===== config.mk =====
export PLATFORM = sky130hd
export DESIGN_NAME = system_clock_slew_control
export DESIGN_NICKNAME = d
export VERILOG_FILES = /design/src/logic/slew_pkg.sv /design/src/logic/slew_div_if.sv /design/src/logic/system_clock_slew_control.sv /design/src/logic/system_clock_out_strobe_divider.sv /design/src/logic/slew_event_flags.sv
export SDC_FILE = /design/constraint.sdc
export NUM_CORES = 1
export LEC_CHECK = 0
export BUFFER_PORTS_ARGS = -buffer_cell sky130_fd_sc_hd__buf_4
export CORE_MARGIN = 4
export CORE_UTILIZATION = 40
export CTS_CLUSTER_DIAMETER = 80
export DETAILED_ROUTE_END_ITERATION = 10
export GPL_ROUTABILITY_DRIVEN = 0
export HOLD_SLACK_MARGIN = 0.1
export PLACE_DENSITY_LB_ADDON = 0.08
export SLEW_MARGIN = 20
export SYNTH_ARGS = -nofsm -noshare
export SYNTH_HDL_FRONTEND = slang
export SYNTH_SLANG_ARGS = --single-unit

===== constraint.sdc =====
create_clock -name ref_clk -period 2.1 [get_ports ref_clk]
set_input_delay 0.21 -clock ref_clk [delete_from_list [all_inputs] [get_ports ref_clk]]
set_output_delay 0.21 -clock ref_clk [all_outputs]
set_load 0.02 [all_outputs]

===== src/logic/slew_pkg.sv =====
// Shared constants and types for the system clock slew controller
package slew_pkg;
  localparam int APB_AW = 12;
  localparam logic [APB_AW-1:0] CTRL_OFS = 12'h000;
  localparam logic [APB_AW-1:0] IRQ_STAT_OFS = 12'h004;
  localparam logic [APB_AW-1:0] IRQ_MASK_OFS = 12'h008;

  localparam int BUSY_BIT = 0;
  localparam int DN_EN_BIT = 1;
  localparam int UP_EN_BIT = 2;
  localparam int STEP_LSB = 8;
  localparam int STEP_W = 3;
  localparam int POST_LSB = 16;
  localparam int POST_W = 4;

  localparam logic [STEP_W-1:0] STEP_LIMIT_RST = 3'h2;
  localparam logic [POST_W-1:0] POST_SEL_RST = 4'h0;
  localparam logic UP_EN_RST = 1'b1;
  localparam logic DN_EN_RST = 1'b0;
  localparam logic [STEP_W-1:0] STEP_NONE = 3'h0;
  localparam logic [STEP_W-1:0] STEP_DIV2 = 3'h1;

  localparam int EVT_N = 2;
  localparam int EVT_DONE = 0;
  localparam int EVT_START = 1;

  localparam int RATIO_W = 8;
  localparam int REF_CLK_HZ = 25000000;
  localparam int STEP_DWELL_NS = 1000;
  localparam int STEP_DWELL_CYC = (STEP_DWELL_NS * (REF_CLK_HZ / 1000000)) / 1000;
  localparam int DWELL_W = 16;

  typedef enum {ST_IDLE, ST_STEP} slew_state_t;
endpackage


===== src/logic/slew_div_if.sv =====
// Carrier for the divide ratio from the sequencer to the output divider
interface slew_div_if;
  import slew_pkg::*;
  logic [RATIO_W-1:0] ratioM1;
  modport ctl (output ratioM1);
  modport div (input ratioM1);
endinterface


===== src/logic/system_clock_slew_control.sv =====
// System clock slew controller with APB register access
//
// How it works
// - three-bit step limit sets the largest divisor used while slewing
// - code 111 gives 128 down to 2 then the post divide ratio; 001 gives 2 only
// - code 000 means no intermediate divisor; jump straight to target
// - downward change walks divisors upward, from 2 to the limit
// - up-enable set slews on switch to higher frequency, else no slew
// - down-enable set slews on switch to lower frequency, else no slew
// - read-only busy bit is 1 while slewing, 0 once final value reached
// - four-bit writable field selects post divide ratio of system clock
// - both enables clear: post divide ignored, system clock divided by 1
// - bits 31 to 20 read zero and ignore writes
//
// Decided for this implementation: the register addresses and the APB slave port.
module system_clock_slew_control
  import slew_pkg::*;
#(
  parameter int DWELL_CYC = STEP_DWELL_CYC
) (
  input wire logic ref_clk, // Reference clock, 25 MHz
  input wire logic resetn, // Async reset, active low
  input wire logic psel, // APB select
  input wire logic penable, // APB enable
  input wire logic pwrite, // APB direction
  input wire logic [APB_AW-1:0] paddr, // APB byte address
  input wire logic [31:0] pwdata, // APB write data
  input wire logic [3:0] pstrb, // APB byte strobes
  output logic [31:0] prdata, // APB read data
  output logic pready, // APB ready
  output logic pslverr, // APB error
  input wire logic clkSwitchReq, // Frequency change request pulse
  input wire logic clkSwitchUp, // Change goes to higher frequency
  output logic system_clock_out, // System clock enable strobe
  output logic slewBusy, // Slewing in progress
  output logic irq // Interrupt level
);
  ////////////////////////////////////////////////////////////////////////////
  // Control register state
  logic [STEP_W-1:0] slew_step_limit_q, slew_step_limit_d;
  logic [POST_W-1:0] system_clock_out_post_divide_sel_q, system_clock_out_post_divide_sel_d;
  logic slew_up_enable_q, slew_up_enable_d;
  logic slew_down_enable_q, slew_down_enable_d;
  logic [EVT_N-1:0] irqMask_q, irqMask_d;
  logic [31:0] prdata_q, prdata_d;
  logic pslverr_q, pslverr_d;
  logic pready_q;
  logic [EVT_N-1:0] statClr_d;
  logic [EVT_N-1:0] evtStat;
  logic [EVT_N-1:0] evt;
  logic setupPh, accessPh, wrCtrl, wrMask, rdStat, mapped;

  ////////////////////////////////////////////////////////////////////////////
  // Sequencer state
  slew_state_t state_q, state_d;
  logic [STEP_W-1:0] exp_q, exp_d;
  logic [STEP_W-1:0] limit_q, limit_d;
  logic dirUp_q, dirUp_d;
  logic [DWELL_W-1:0] dwell_q, dwell_d;
  logic busy_q, busy_d;
  logic slewOk;

  slew_div_if divBus ();

  always_comb
  begin
    setupPh = psel & ~penable;
    accessPh = psel & penable;
    mapped = (paddr == CTRL_OFS) || (paddr == IRQ_STAT_OFS) || (paddr == IRQ_MASK_OFS);
    wrCtrl = accessPh & pwrite & (paddr == CTRL_OFS);
    wrMask = accessPh & pwrite & (paddr == IRQ_MASK_OFS);
    rdStat = accessPh & ~pwrite & (paddr == IRQ_STAT_OFS);
  end

  ////////////////////////////////////////////////////////////////////////////
  // Register writes, honouring byte strobes
  always_comb
  begin
    slew_step_limit_d = slew_step_limit_q;
    system_clock_out_post_divide_sel_d = system_clock_out_post_divide_sel_q;
    slew_up_enable_d = slew_up_enable_q;
    slew_down_enable_d = slew_down_enable_q;
    irqMask_d = irqMask_q;
    if (wrCtrl && pstrb[0])
    begin
      slew_up_enable_d = pwdata[UP_EN_BIT];
      slew_down_enable_d = pwdata[DN_EN_BIT];
    end
    if (wrCtrl && pstrb[1])
    begin
      slew_step_limit_d = pwdata[STEP_LSB +: STEP_W];
    end
    if (wrCtrl && pstrb[2])
    begin
      system_clock_out_post_divide_sel_d = pwdata[POST_LSB +: POST_W];
    end
    // Byte 3 and the upper nibble of byte 2 hold nothing
    if (wrMask && pstrb[0])
    begin
      irqMask_d = pwdata[EVT_N-1:0];
    end
  end

  ////////////////////////////////////////////////////////////////////////////
  // Read data captured in setup so it is a flop during access
  always_comb
  begin
    prdata_d = prdata_q;
    pslverr_d = 1'b0;
    statClr_d = '0;
    if (setupPh)
    begin
      prdata_d = '0;
      pslverr_d = ~mapped;
      if (paddr == CTRL_OFS)
      begin
        prdata_d[POST_LSB +: POST_W] = system_clock_out_post_divide_sel_q;
        prdata_d[STEP_LSB +: STEP_W] = slew_step_limit_q;
        prdata_d[UP_EN_BIT] = slew_up_enable_q;
        prdata_d[DN_EN_BIT] = slew_down_enable_q;
        prdata_d[BUSY_BIT] = busy_q;
      end
      else if (paddr == IRQ_STAT_OFS)
      begin
        prdata_d[EVT_N-1:0] = evtStat;
      end
      else if (paddr == IRQ_MASK_OFS)
      begin
        prdata_d[EVT_N-1:0] = irqMask_q;
      end
    end
    else if (accessPh)
    begin
      pslverr_d = pslverr_q;
    end
    // Clear only what the reader saw; later events survive the read
    if (rdStat)
    begin
      statClr_d = prdata_q[EVT_N-1:0];
    end
  end

  ////////////////////////////////////////////////////////////////////////////
  // Slew sequencer
  always_comb
  begin
    state_d = state_q;
    exp_d = exp_q;
    limit_d = limit_q;
    dirUp_d = dirUp_q;
    dwell_d = dwell_q;
    busy_d = busy_q;
    evt = '0;
    slewOk = clkSwitchUp ? slew_up_enable_q : slew_down_enable_q;
    case (state_q)
      ST_IDLE:
      begin
        // Requests during a slew are ignored; the limit is frozen per change
        if (clkSwitchReq && slewOk && (slew_step_limit_q != STEP_NONE))
        begin
          state_d = ST_STEP;
          limit_d = slew_step_limit_q;
          dirUp_d = clkSwitchUp;
          exp_d = clkSwitchUp ? slew_step_limit_q : STEP_DIV2;
          dwell_d = DWELL_W'(DWELL_CYC - 1);
          busy_d = 1'b1;
          evt[EVT_START] = 1'b1;
        end
      end
      ST_STEP:
      begin
        if (dwell_q != '0)
        begin
          dwell_d = dwell_q - 1'b1;
        end
        else if (dirUp_q ? (exp_q == STEP_DIV2) : (exp_q == limit_q))
        begin
          state_d = ST_IDLE;
          busy_d = 1'b0;
          evt[EVT_DONE] = 1'b1;
        end
        else
        begin
          exp_d = dirUp_q ? exp_q - 1'b1 : exp_q + 1'b1;
          dwell_d = DWELL_W'(DWELL_CYC - 1);
        end
      end
      default:
      begin
        state_d = ST_IDLE;
        busy_d = 1'b0;
      end
    endcase
  end

  ////////////////////////////////////////////////////////////////////////////
  // Divide ratio: step divisor while slewing, else post divide, or 1 with both enables clear
  // A step shorter than its divisor ends before the divider reloads
  always_comb
  begin
    if (state_q == ST_STEP)
    begin
      divBus.ratioM1 = RATIO_W'((9'h001 << exp_q) - 9'h001);
    end
    else if (slew_up_enable_q || slew_down_enable_q)
    begin
      divBus.ratioM1 = RATIO_W'(system_clock_out_post_divide_sel_q);
    end
    else
    begin
      divBus.ratioM1 = '0;
    end
  end

  ////////////////////////////////////////////////////////////////////////////
  // Control and mask register flops
  always_ff @(posedge ref_clk or negedge resetn)
  begin
    if (!resetn)
    begin
      slew_step_limit_q <= STEP_LIMIT_RST;
      system_clock_out_post_divide_sel_q <= POST_SEL_RST;
      slew_up_enable_q <= UP_EN_RST;
      slew_down_enable_q <= DN_EN_RST;
      irqMask_q <= '0;
    end
    else
    begin
      slew_step_limit_q <= slew_step_limit_d;
      system_clock_out_post_divide_sel_q <= system_clock_out_post_divide_sel_d;
      slew_up_enable_q <= slew_up_enable_d;
      slew_down_enable_q <= slew_down_enable_d;
      irqMask_q <= irqMask_d;
    end
  end

  // Zero wait states: every access ends in its first access cycle
  always_ff @(posedge ref_clk or negedge resetn)
  begin
    if (!resetn)
    begin
      prdata_q <= '0;
      pslverr_q <= 1'b0;
      pready_q <= 1'b0;
    end
    else
    begin
      prdata_q <= prdata_d;
      pslverr_q <= pslverr_d;
      pready_q <= 1'b1;
    end
  end

  // Sequencer flops
  always_ff @(posedge ref_clk or negedge resetn)
  begin
    if (!resetn)
    begin
      state_q <= ST_IDLE;
      exp_q <= STEP_NONE;
      limit_q <= STEP_NONE;
      dirUp_q <= 1'b0;
      dwell_q <= '0;
      busy_q <= 1'b0;
    end
    else
    begin
      state_q <= state_d;
      exp_q <= exp_d;
      limit_q <= limit_d;
      dirUp_q <= dirUp_d;
      dwell_q <= dwell_d;
      busy_q <= busy_d;
    end
  end

  // Clear is applied combinationally at the access edge
  slew_event_flags #(
    .N(EVT_N)
  ) u_flags (
    .ref_clk(ref_clk),
    .resetn(resetn),
    .evt(evt),
    .clr(statClr_d),
    .mask(irqMask_q),
    .stat_q(evtStat),
    .irq_q(irq)
  );

  system_clock_out_strobe_divider u_div (
    .ref_clk(ref_clk),
    .resetn(resetn),
    .div(divBus.div),
    .strobe_q(system_clock_out)
  );

  always_comb
  begin
    prdata = prdata_q;
    pready = pready_q;
    pslverr = pslverr_q;
    slewBusy = busy_q;
  end
endmodule


===== src/logic/system_clock_out_strobe_divider.sv =====
// Divider that emits one enable strobe per divided clock period
module system_clock_out_strobe_divider
  import slew_pkg::*;
(
  input wire logic ref_clk, // Reference clock
  input wire logic resetn, // Async reset, active low
  slew_div_if.div div, // Ratio minus one
  output logic strobe_q // One strobe per period
);
  logic [RATIO_W-1:0] cnt_q, cnt_d;
  logic strobe_d;

  // Ratio change lands at the next period boundary, so no runt periods
  always_comb
  begin
    if (cnt_q == '0)
    begin
      cnt_d = div.ratioM1;
      strobe_d = 1'b1;
    end
    else
    begin
      cnt_d = cnt_q - 1'b1;
      strobe_d = 1'b0;
    end
  end

  always_ff @(posedge ref_clk or negedge resetn)
  begin
    if (!resetn)
    begin
      cnt_q <= '0;
      strobe_q <= 1'b0;
    end
    else
    begin
      cnt_q <= cnt_d;
      strobe_q <= strobe_d;
    end
  end
endmodule


===== src/logic/slew_event_flags.sv =====
// Sticky event flags with mask and level interrupt
module slew_event_flags #(
  parameter int N = 2
) (
  input wire logic ref_clk, // Reference clock
  input wire logic resetn, // Async reset, active low
  input wire logic [N-1:0] evt, // Event pulses
  input wire logic [N-1:0] clr, // Bits to clear
  input wire logic [N-1:0] mask, // Interrupt enables
  output logic [N-1:0] stat_q, // Sticky flags
  output logic irq_q // Interrupt level
);
  logic [N-1:0] stat_d;
  logic irq_d;

  // Set beats clear in the same cycle
  for (genvar i = 0; i < N; i++)
  begin : g_flag
    always_comb
    begin
      stat_d[i] = evt[i] | (stat_q[i] & ~clr[i]);
    end
  end

  always_comb
  begin
    irq_d = |(stat_d & mask);
  end

  always_ff @(posedge ref_clk or negedge resetn)
  begin
    if (!resetn)
    begin
      stat_q <= '0;
      irq_q <= 1'b0;
    end
    else
    begin
      stat_q <= stat_d;
      irq_q <= irq_d;
    end
  end
endmodule


==> results of run 1 <==
[power groups by stage]
stage	Combinational (W)	Sequential (W)	Clock, W
detailed placement	0.00194	0.00159	0
global route	0.00235	0.00161	0.00139
floorplan	0.00122	0.00159	0
global placement	0.00191	0.00158	0
finish	0.00205	0.00157	0.00129
CTS	0.00199	0.00157	0.00133
[flip-flops by register name, indices dropped and copies added (netlist names)]
signal / cells
slew_step_limit_q: 3
dwell_q: 16
pready: 1
system_clock_out_post_divide_sel_q: 4
u_div.strobe_q: 1
slew_up_enable_q: 1
pslverr: 1
exp_q: 3
prdata: 10
irqMask_q: 2
u_flags.stat_q: 2
slew_down_enable_q: 1
dirUp_q: 1
u_flags.irq_q: 1
limit_q: 3
slewBusy: 1
u_div.cnt_q: 8
[metrics by stage]
step / total power (W) / cells / utilization (%) / TNS [ns] / cell area [um^2]
finish: 0.00492 / 559 / 55.1 / -0.0425 / 4500
global route: 0.00534 / 559 / 55.1 / -1.72 / 4500
CTS: 0.00489 / 549 / 53.9 / -0.102 / 4410
floorplan: 0.00281 / 364 / - / -0.650 / 3430
detailed placement: 0.00353 / 518 / 48.7 / -1.35 / 3980
global placement: 0.00348 / 518 / 48.7 / -0.744 / 3980
[placed cells by master (no fill, tap or decap), types with 3 or more instances in the layout]
| master | count |
|---|---|
| buf_4 | 96 |
| dfrtp_1 | 56 |
| nor4_1 | 6 |
| nand4_1 | 3 |
| ha_1 | 10 |
| clkbuf_8 | 9 |
| or3_1 | 3 |
| conb_1 | 23 |
| nand2_1 | 22 |
| mux2i_1 | 7 |
| a22o_1 | 9 |
| a21oi_1 | 14 |
| nor3_1 | 9 |
| bufinv_16 | 3 |
| nor2b_1 | 4 |
| and3_1 | 4 |
| o21ai_1 | 23 |
| nor2_1 | 26 |
| inv_2 | 4 |
| o21ai_0 | 14 |
| xor2_1 | 10 |
| o31ai_1 | 4 |
| mux2_2 | 15 |
| ha_2 | 3 |
| nand3_1 | 14 |
| inv_1 | 6 |
| xnor2_1 | 4 |
| dlygate4sd3_1 | 10 |
[final cells by class]
class | instances | area (um^2)
fillers | 735 | 3670
repair buffers | 111 | 896
well taps | 105 | 131
multi-input cells | 258 | 1710
inverters | 10 | 37.5
clock inverters | 7 | 124
flip-flops and latches | 59 | 1480
clock buffers | 9 | 124
[routing by layer]
metal	vias to the layer above	share of wire, %	GRT usage [%]
met4	0	1.1	5.99
met2	36	49	27.2
met5	-	0	0
li1	1391	-	-
met1	1282	48	21.6
met3	6	2.6	3.37
[final timing paths]
check                           startpoint           end  slack, ns
worst max-delay path            dwell_q[1]    dwell_q[4]      -0.02
worst min-delay path             pwdata[1]  irqMask_q[1]       0.12
worst max register to register  dwell_q[1]    dwell_q[4]      -0.02
worst min register to register  dwell_q[7]    dwell_q[7]       0.47
max in group asynchronous           resetn      exp_q[2]       1.08
min in group asynchronous           resetn   dwell_q[13]       0.48
[kinds of logic (layout without fill, tap and decap cells)]
group	count (synthesis)	in the layout	share of synthesized area, %
AOI/OAI and AO/OA	81	81	15.7
xor gates and xnor gates	14	14	3.67
adders and majority gates	13	13	4.87
buffers and inverters	47	137	8.09
DFF	59	59	44.3
muxes	22	22	7.16
other	2	23	0.225
and+or+nand+nor	105	105	16.0
[worst reg2reg max path, delay by kind of cell (launching register included)]
kind | cells | cell delay [ns]
AO/OA/AOI/OAI | 4 | 0.72
adder cells (fa/ha/maj) | 1 | 0.12
buffers and inverters | 3 | 0.32
flip-flops | 1 | 0.40
AND/OR/NAND/NOR | 1 | 0.46
[repair_timing]
item / CTS / global route
hold endpoints to repair: 66 / 0
endpoints found under the setup margin: 17 / 19
hold buffers: 10 / 0
pin swaps: 2 / 1
setup buffers: 4 / 9
gates resized for setup: 5 / 11
gates cloned: 1 / 1
==> impl_metrics.csv, run 1 <==
group,metric,value,unit
global_route,grt_use_total,16.5,%
route,first_pass_iters,4,
critical_path,max_stage_delay,0.46,ns
timing,fmax,471,MHz
critical_path,cp_top_family,"compound AO/OA/AOI/OAI gates",
route,antenna_left,0,
yosys,synth.most_common_cell,"dfrtp_1",
global_route,grt_overflow,0,
critical_path,startpoint_type,"flop",
power_and_ir_drop,p_clk_share,26.3,%
critical_path,crit_type,"flop to flop",
yosys,synth_warnings,0,
critical_path,crit_cells,9,
outcome,status,"finished, violations left",
power_and_ir_drop,p_per_area,1090,nW/um^2
route,first_iter_violations,76,
global_route,antenna_found_initial,0,
cells_and_area,drive_above_1_share,33.5,%
power_and_ir_drop,p_switching,0.00170,W
clock_network,cts.reportedPaths.clkPinSlew,0.07,ns
yosys,synth_cells,343,
place,port_buffers,46,
power_and_ir_drop,vdd_drop_max,560,uV
cells_and_area,antenna_cells,0,
timing,rsz0062_at_grt,"true",
route,drt_wl_total,7640,um
route,vias,2715,
clock_network,clk_latency,0.33,ns
clock_network,cts-root-buf,"clkbuf_8",
power_and_ir_drop,p_int,0.00322,W
timing,slew_headroom,49.8,%
critical_path,cp_num_buf_inv,3,
critical_path,slowest_stage,"or4b_4",
run,drv_cap,0,
floorplanning,ios,92,
outcome,violations,"negative setup slack",
yosys,netlist_area,3340,um^2
floorplanning,die_x,99.4,um
yosys,synth_seq_cells,59,
yosys,async_reset_ff_share,100,%
timing,finClkSkew,0.00893,ns
critical_path,cp_max_fo,6,
yosys,synth_edf_count,0,
timing,finalSetupViolCount,5,
power_and_ir_drop,pwr-share-comb,41.8,%
timing,period_minus_slack,2.12,ns
yosys,avgSynthCellArea,9.74,um^2
route,post_drt_wl_per_cell,13.7,um
clock_network,h-tree-depth,3,
power_and_ir_drop,swShare,34.6,%
timing,hold_violations,0,
clock_network,clk_path_buf_depth,2,
timing,finalCritPeriodShare,101,%
yosys,netlist_top_cells_area,"dfrtp_1 (43%), mux2_2 (5.1%), buf_4 (4.9%)",
timing,worst_slack,-0.0237,ns
floorplanning,start_util,40.8,%
clock_network,cts_buffers,9,
floorplanning,coreArea,8180,um^2
critical_path,worstPathRequired,2.32,ns
clock_network,clock-sinks,59,
global_route,grt_pass1_vias,2795,
place,post-place-ws,-0.137,ns
timing,holdWs,0.121,ns
min_path,hold_depth,2,
timing,final_max_slew_viol_count,0,
global_route,grt_max_degree,60,
critical_path,crit_path_end_kind,"flop",
yosys,synth_cell_type_count,48,
timing,worst_pin_slew,0.753,ns
yosys,yosys.area.top_type,"dfrtp_1",
power_and_ir_drop,pwr-share-seq,31.9,%
min_path,min_path_type,"input port to flop",
critical_path,cp_cell_sequence,"inv_2, ha_1, or4b_4, o41a_1, a211oi_4, buf_6, buf_12, a21o_1, o21ai_1",
route,route.detailed.drc,0,
cells_and_area,final_nets,517,
yosys,post-synth-top-area-fraction,42.7,%
route,vias_per_cell,4.86,
yosys,synth_commonest_cells,"dfrtp_1 (57), nor2_1 (26), buf_4 (22), nand2_1 (22), o21ai_1 (22)",
floorplanning,rows,33,
power_and_ir_drop,total_leakage_power,2.13,nW
floorplanning,dieArea,9870,um^2
cells_and_area,area_growth,34.8,%
yosys,seq_area_frac_synth,44.3,%
critical_path,worstRegToRegCells,9,
yosys,synth_flop_cell,"dfrtp_1",
place,place_hpwl,5490,um
global_route,grt_first_pass_wirelength,13000,um
floorplanning,die_h,99.4,um
critical_path,arrival,2.34,ns
clock_network,cts_tree,"done",
Power figures use the tool's default switching activity.
==> run 2, diff against run 1 <==
BUFFER_PORTS_ARGS = -buffer_cell sky130_fd_sc_hd__buf_2   (was -buffer_cell sky130_fd_sc_hd__buf_4)
REMOVE_ABC_BUFFERS = 1   (was unset)
SYNTH_HIERARCHICAL = 1   (was unset)
==> run 2 against run 1 <==
The flow now finishes without violations. Utilization is 2.9 points lower. Synthesized area rose by 2.5%. Via count up 4.7%. Clock skew rose by 0.0028 ns. Maximum frequency grew 3.5%. Worst setup slack improved by 0.071 ns. Critical endpoint is now dwell_q[7].
==> impl_metrics.csv, run 2 <==
group,metric,value,unit
timing,hold_violations,0,
critical_path,slowest_stage,"or4_4",
cells_and_area,layout_common_cells,"dfrtp_1 (57), buf_2 (46), buf_4 (38)",
power_and_ir_drop,p_int,0.00192,W
global_route,grt_first_pass_wirelength,13600,um
yosys,netlist_top_cells_area,"dfrtp_1 (42%), buf_4 (4.8%), ha_1 (4.0%)",
critical_path,cp_max_fo,9,
cells_and_area,num-fill-cells,766,
power_and_ir_drop,p_total,0.00247,W
global_route,grt_use_total,17.0,%
timing,slew_headroom,57.4,%
timing,rsz0062_at_grt,"true",
clock_network,cts-root-buf,"clkbuf_8",
cells_and_area,final_common_cell,"dfrtp_1",
global_route,grt_overflow,0,
clock_network,h-tree-depth,3,
power_and_ir_drop,pwr-share-seq,46.2,%
place,port_buffers,46,
global_route,grt_pass1_vias,2888,
yosys,synth_seq_cells,59,
power_and_ir_drop,p_clk_share,48.4,%
critical_path,cp_cell_sequence,"or4_4, or3_4, o21ai_4, buf_8, nor3_1, a211o_1",
timing,fin_tns_setup,0,ns
floorplanning,ios,92,
critical_path,crit_type,"flop to flop",
min_path,min_path_type,"input port to flop",
critical_path,max_stage_delay,0.56,ns
yosys,synth_cells,351,
yosys,yosys.area.top_type,"dfrtp_1",
critical_path,crit_path_end_kind,"flop",
global_route,grt_max_degree,34,
yosys,synth_warnings,6,
critical_path,cp_num_buf_inv,1,
floorplanning,start_util,41.4,%
yosys,synth_flop_cell,"dfrtp_1",
route,drt_wl_total,7980,um
clock_network,cts.reportedPaths.clkPinSlew,0.07,ns
clock_network,clk_latency,0.34,ns
power_and_ir_drop,p_switching,0.000558,W
power_and_ir_drop,p_per_area,574,nW/um^2
route,first_pass_iters,4,
route,antenna_left,0,
yosys,async_reset_ff_share,100,%
timing,finalCritPeriodShare,97.7,%
clock_network,clock-sinks,59,
cells_and_area,top_register,"dwell_q",
route,first_iter_violations,81,
critical_path,startpoint_type,"flop",
timing,period_minus_slack,2.05,ns
critical_path,cp_top_family,"simple AND/OR/NAND/NOR gates",
cells_and_area,fin_util,52.2,%
route,vias_per_cell,5.10,
floorplanning,die_h,100,um
route,post_drt_wl_per_cell,14.3,um
power_and_ir_drop,swShare,22.6,%
timing,finClkSkew,0.0117,ns
route,vias,2843,
power_and_ir_drop,pwr-share-comb,5.4,%
clock_network,cts_tree,"done",
timing,worst_pin_slew,0.639,ns
global_route,antenna_found_initial,0,
critical_path,arrival,2.27,ns
yosys,netlist_area,3420,um^2
cells_and_area,antenna_cells,0,
yosys,synth.most_common_cell,"dfrtp_1",
cells_and_area,drive_above_1_share,29.0,%
run,drv_cap,0,
yosys,synth_cell_type_count,65,
cells_and_area,area_growth,26.0,%
yosys,seq_area_frac_synth,43.2,%
floorplanning,rows,33,
place,place_hpwl,5850,um
yosys,post-synth-top-area-fraction,41.7,%
outcome,status,"complete, no violations",
yosys,synth_commonest_cells,"dfrtp_1 (57), nand2_1 (27), o21ai_0 (23)",
route,route.detailed.drc,0,
critical_path,worstPathRequired,2.32,ns
clock_network,clk_path_buf_depth,2,
timing,final_max_slew_viol_count,0,
clock_network,cts_buffers,9,
timing,fmax,487,MHz
cells_and_area,largest_reg_flops,16,
yosys,synth_edf_count,0,
timing,finalSetupViolCount,0,
floorplanning,die_x,100,um
power_and_ir_drop,total_leakage_power,2.02,nW
power_and_ir_drop,vdd_drop_max,321,uV
floorplanning,dieArea,10100,um^2
yosys,avgSynthCellArea,9.75,um^2
floorplanning,coreArea,8260,um^2
cells_and_area,final_nets,513,
[run 2: cell types whose count changed in the layout (fill, tap and decap cells not counted), sizes merged, moves of 5 or more]
cell,delta
buf,-15
nor2,-13
o21ai,-12
nor3,+6
xor2,-6
nand2,+5
[run 2: layout make-up]
cell class                 count  area, um^2  area share, %
clock buffer                  12         155           3.60
clock inverter                 4        72.6           1.68
inverter                      17        63.8           1.48
multi-input combinational    265        1770           41.1
sequential                    59        1480           34.3
tap                          105         131           3.05
timing repair buffer          95         641           14.9
[run 2: cell families (layout without fill, tap and decap cells)]
group	Yosys count	after routing	synth area share [%]
other cells	2	23	0.219
compound gates	85	85	17.0
xor+xnor	11	11	2.82
simple gates	119	119	19.7
mux	16	16	5.08
buf+inv	48	128	7.97
fa+ha+maj	11	11	4.02
flops	59	59	43.2
[run 2: layer usage]
| metal | wire [um] | part of all wire, % | vias up | global-route usage, % |
|---|---|---|---|---|
| met5 | 0 | 0 | - | 0 |
| met4 | 142 | 1.8 | 0 | 7.46 |
| met3 | 367 | 4.6 | 9 | 2.98 |
| met2 | 3710 | 47 | 74 | 27.7 |
| met1 | 3760 | 47 | 1344 | 22.2 |
| li1 | - | - | 1416 | - |
[run 2: final timing paths]
kind	to	slack (ns)	start	depth (start not counted)
max	dwell_q[7]	0.05	dwell_q[13]	6
min	system_clock_out_post_divide_sel_q[2]	0.12	pwdata[18]	2
max reg2reg	dwell_q[7]	0.05	dwell_q[13]	6
min reg2reg	limit_q[2]	0.50	limit_q[2]	2
max in group asynchronous	dwell_q[3]	1.05	resetn	3
min in group asynchronous	u_div/cnt_q[4]	0.43	resetn	2
[run 2: stage by stage]
| stage | cell area [um^2] | hold WS, ns | setup slack (ns) | instances |
|---|---|---|---|---|
| 3_5_place_dp | 3930 | 0.271 | -0.0115 | 527 |
| 6_report | 4310 | 0.120 | 0.0474 | 557 |
| 2_1_floorplan | 3290 | -0.0856 | -0.250 | 341 |
| 4_1_cts | 4250 | 0.103 | 0.0102 | 552 |
| 5_1_grt | 4310 | 0.113 | -0.0372 | 557 |
| 3_3_place_gp | 3930 | 0.268 | 0.0190 | 527 |
[run 2: power groups by stage]
stage | combinational (W) | clock (W) | sequential, W
3_5_place_dp | 0.000122 | 0 | 0.00116
4_1_cts | 0.000135 | 0.00124 | 0.00114
2_1_floorplan | 0.0000491 | 0 | 0.00117
6_report | 0.000133 | 0.00120 | 0.00114
5_1_grt | 0.000149 | 0.00127 | 0.00114
3_3_place_gp | 0.000121 | 0 | 0.00116
[run 2: what timing repair did]
item                                   in CTS  in global routing
hold buffers                                9                  0
endpoints found under the hold margin      32                  0
setup buffers                               0                  5
setup endpoints to repair                   4                  9
resized for setup                           1                  5
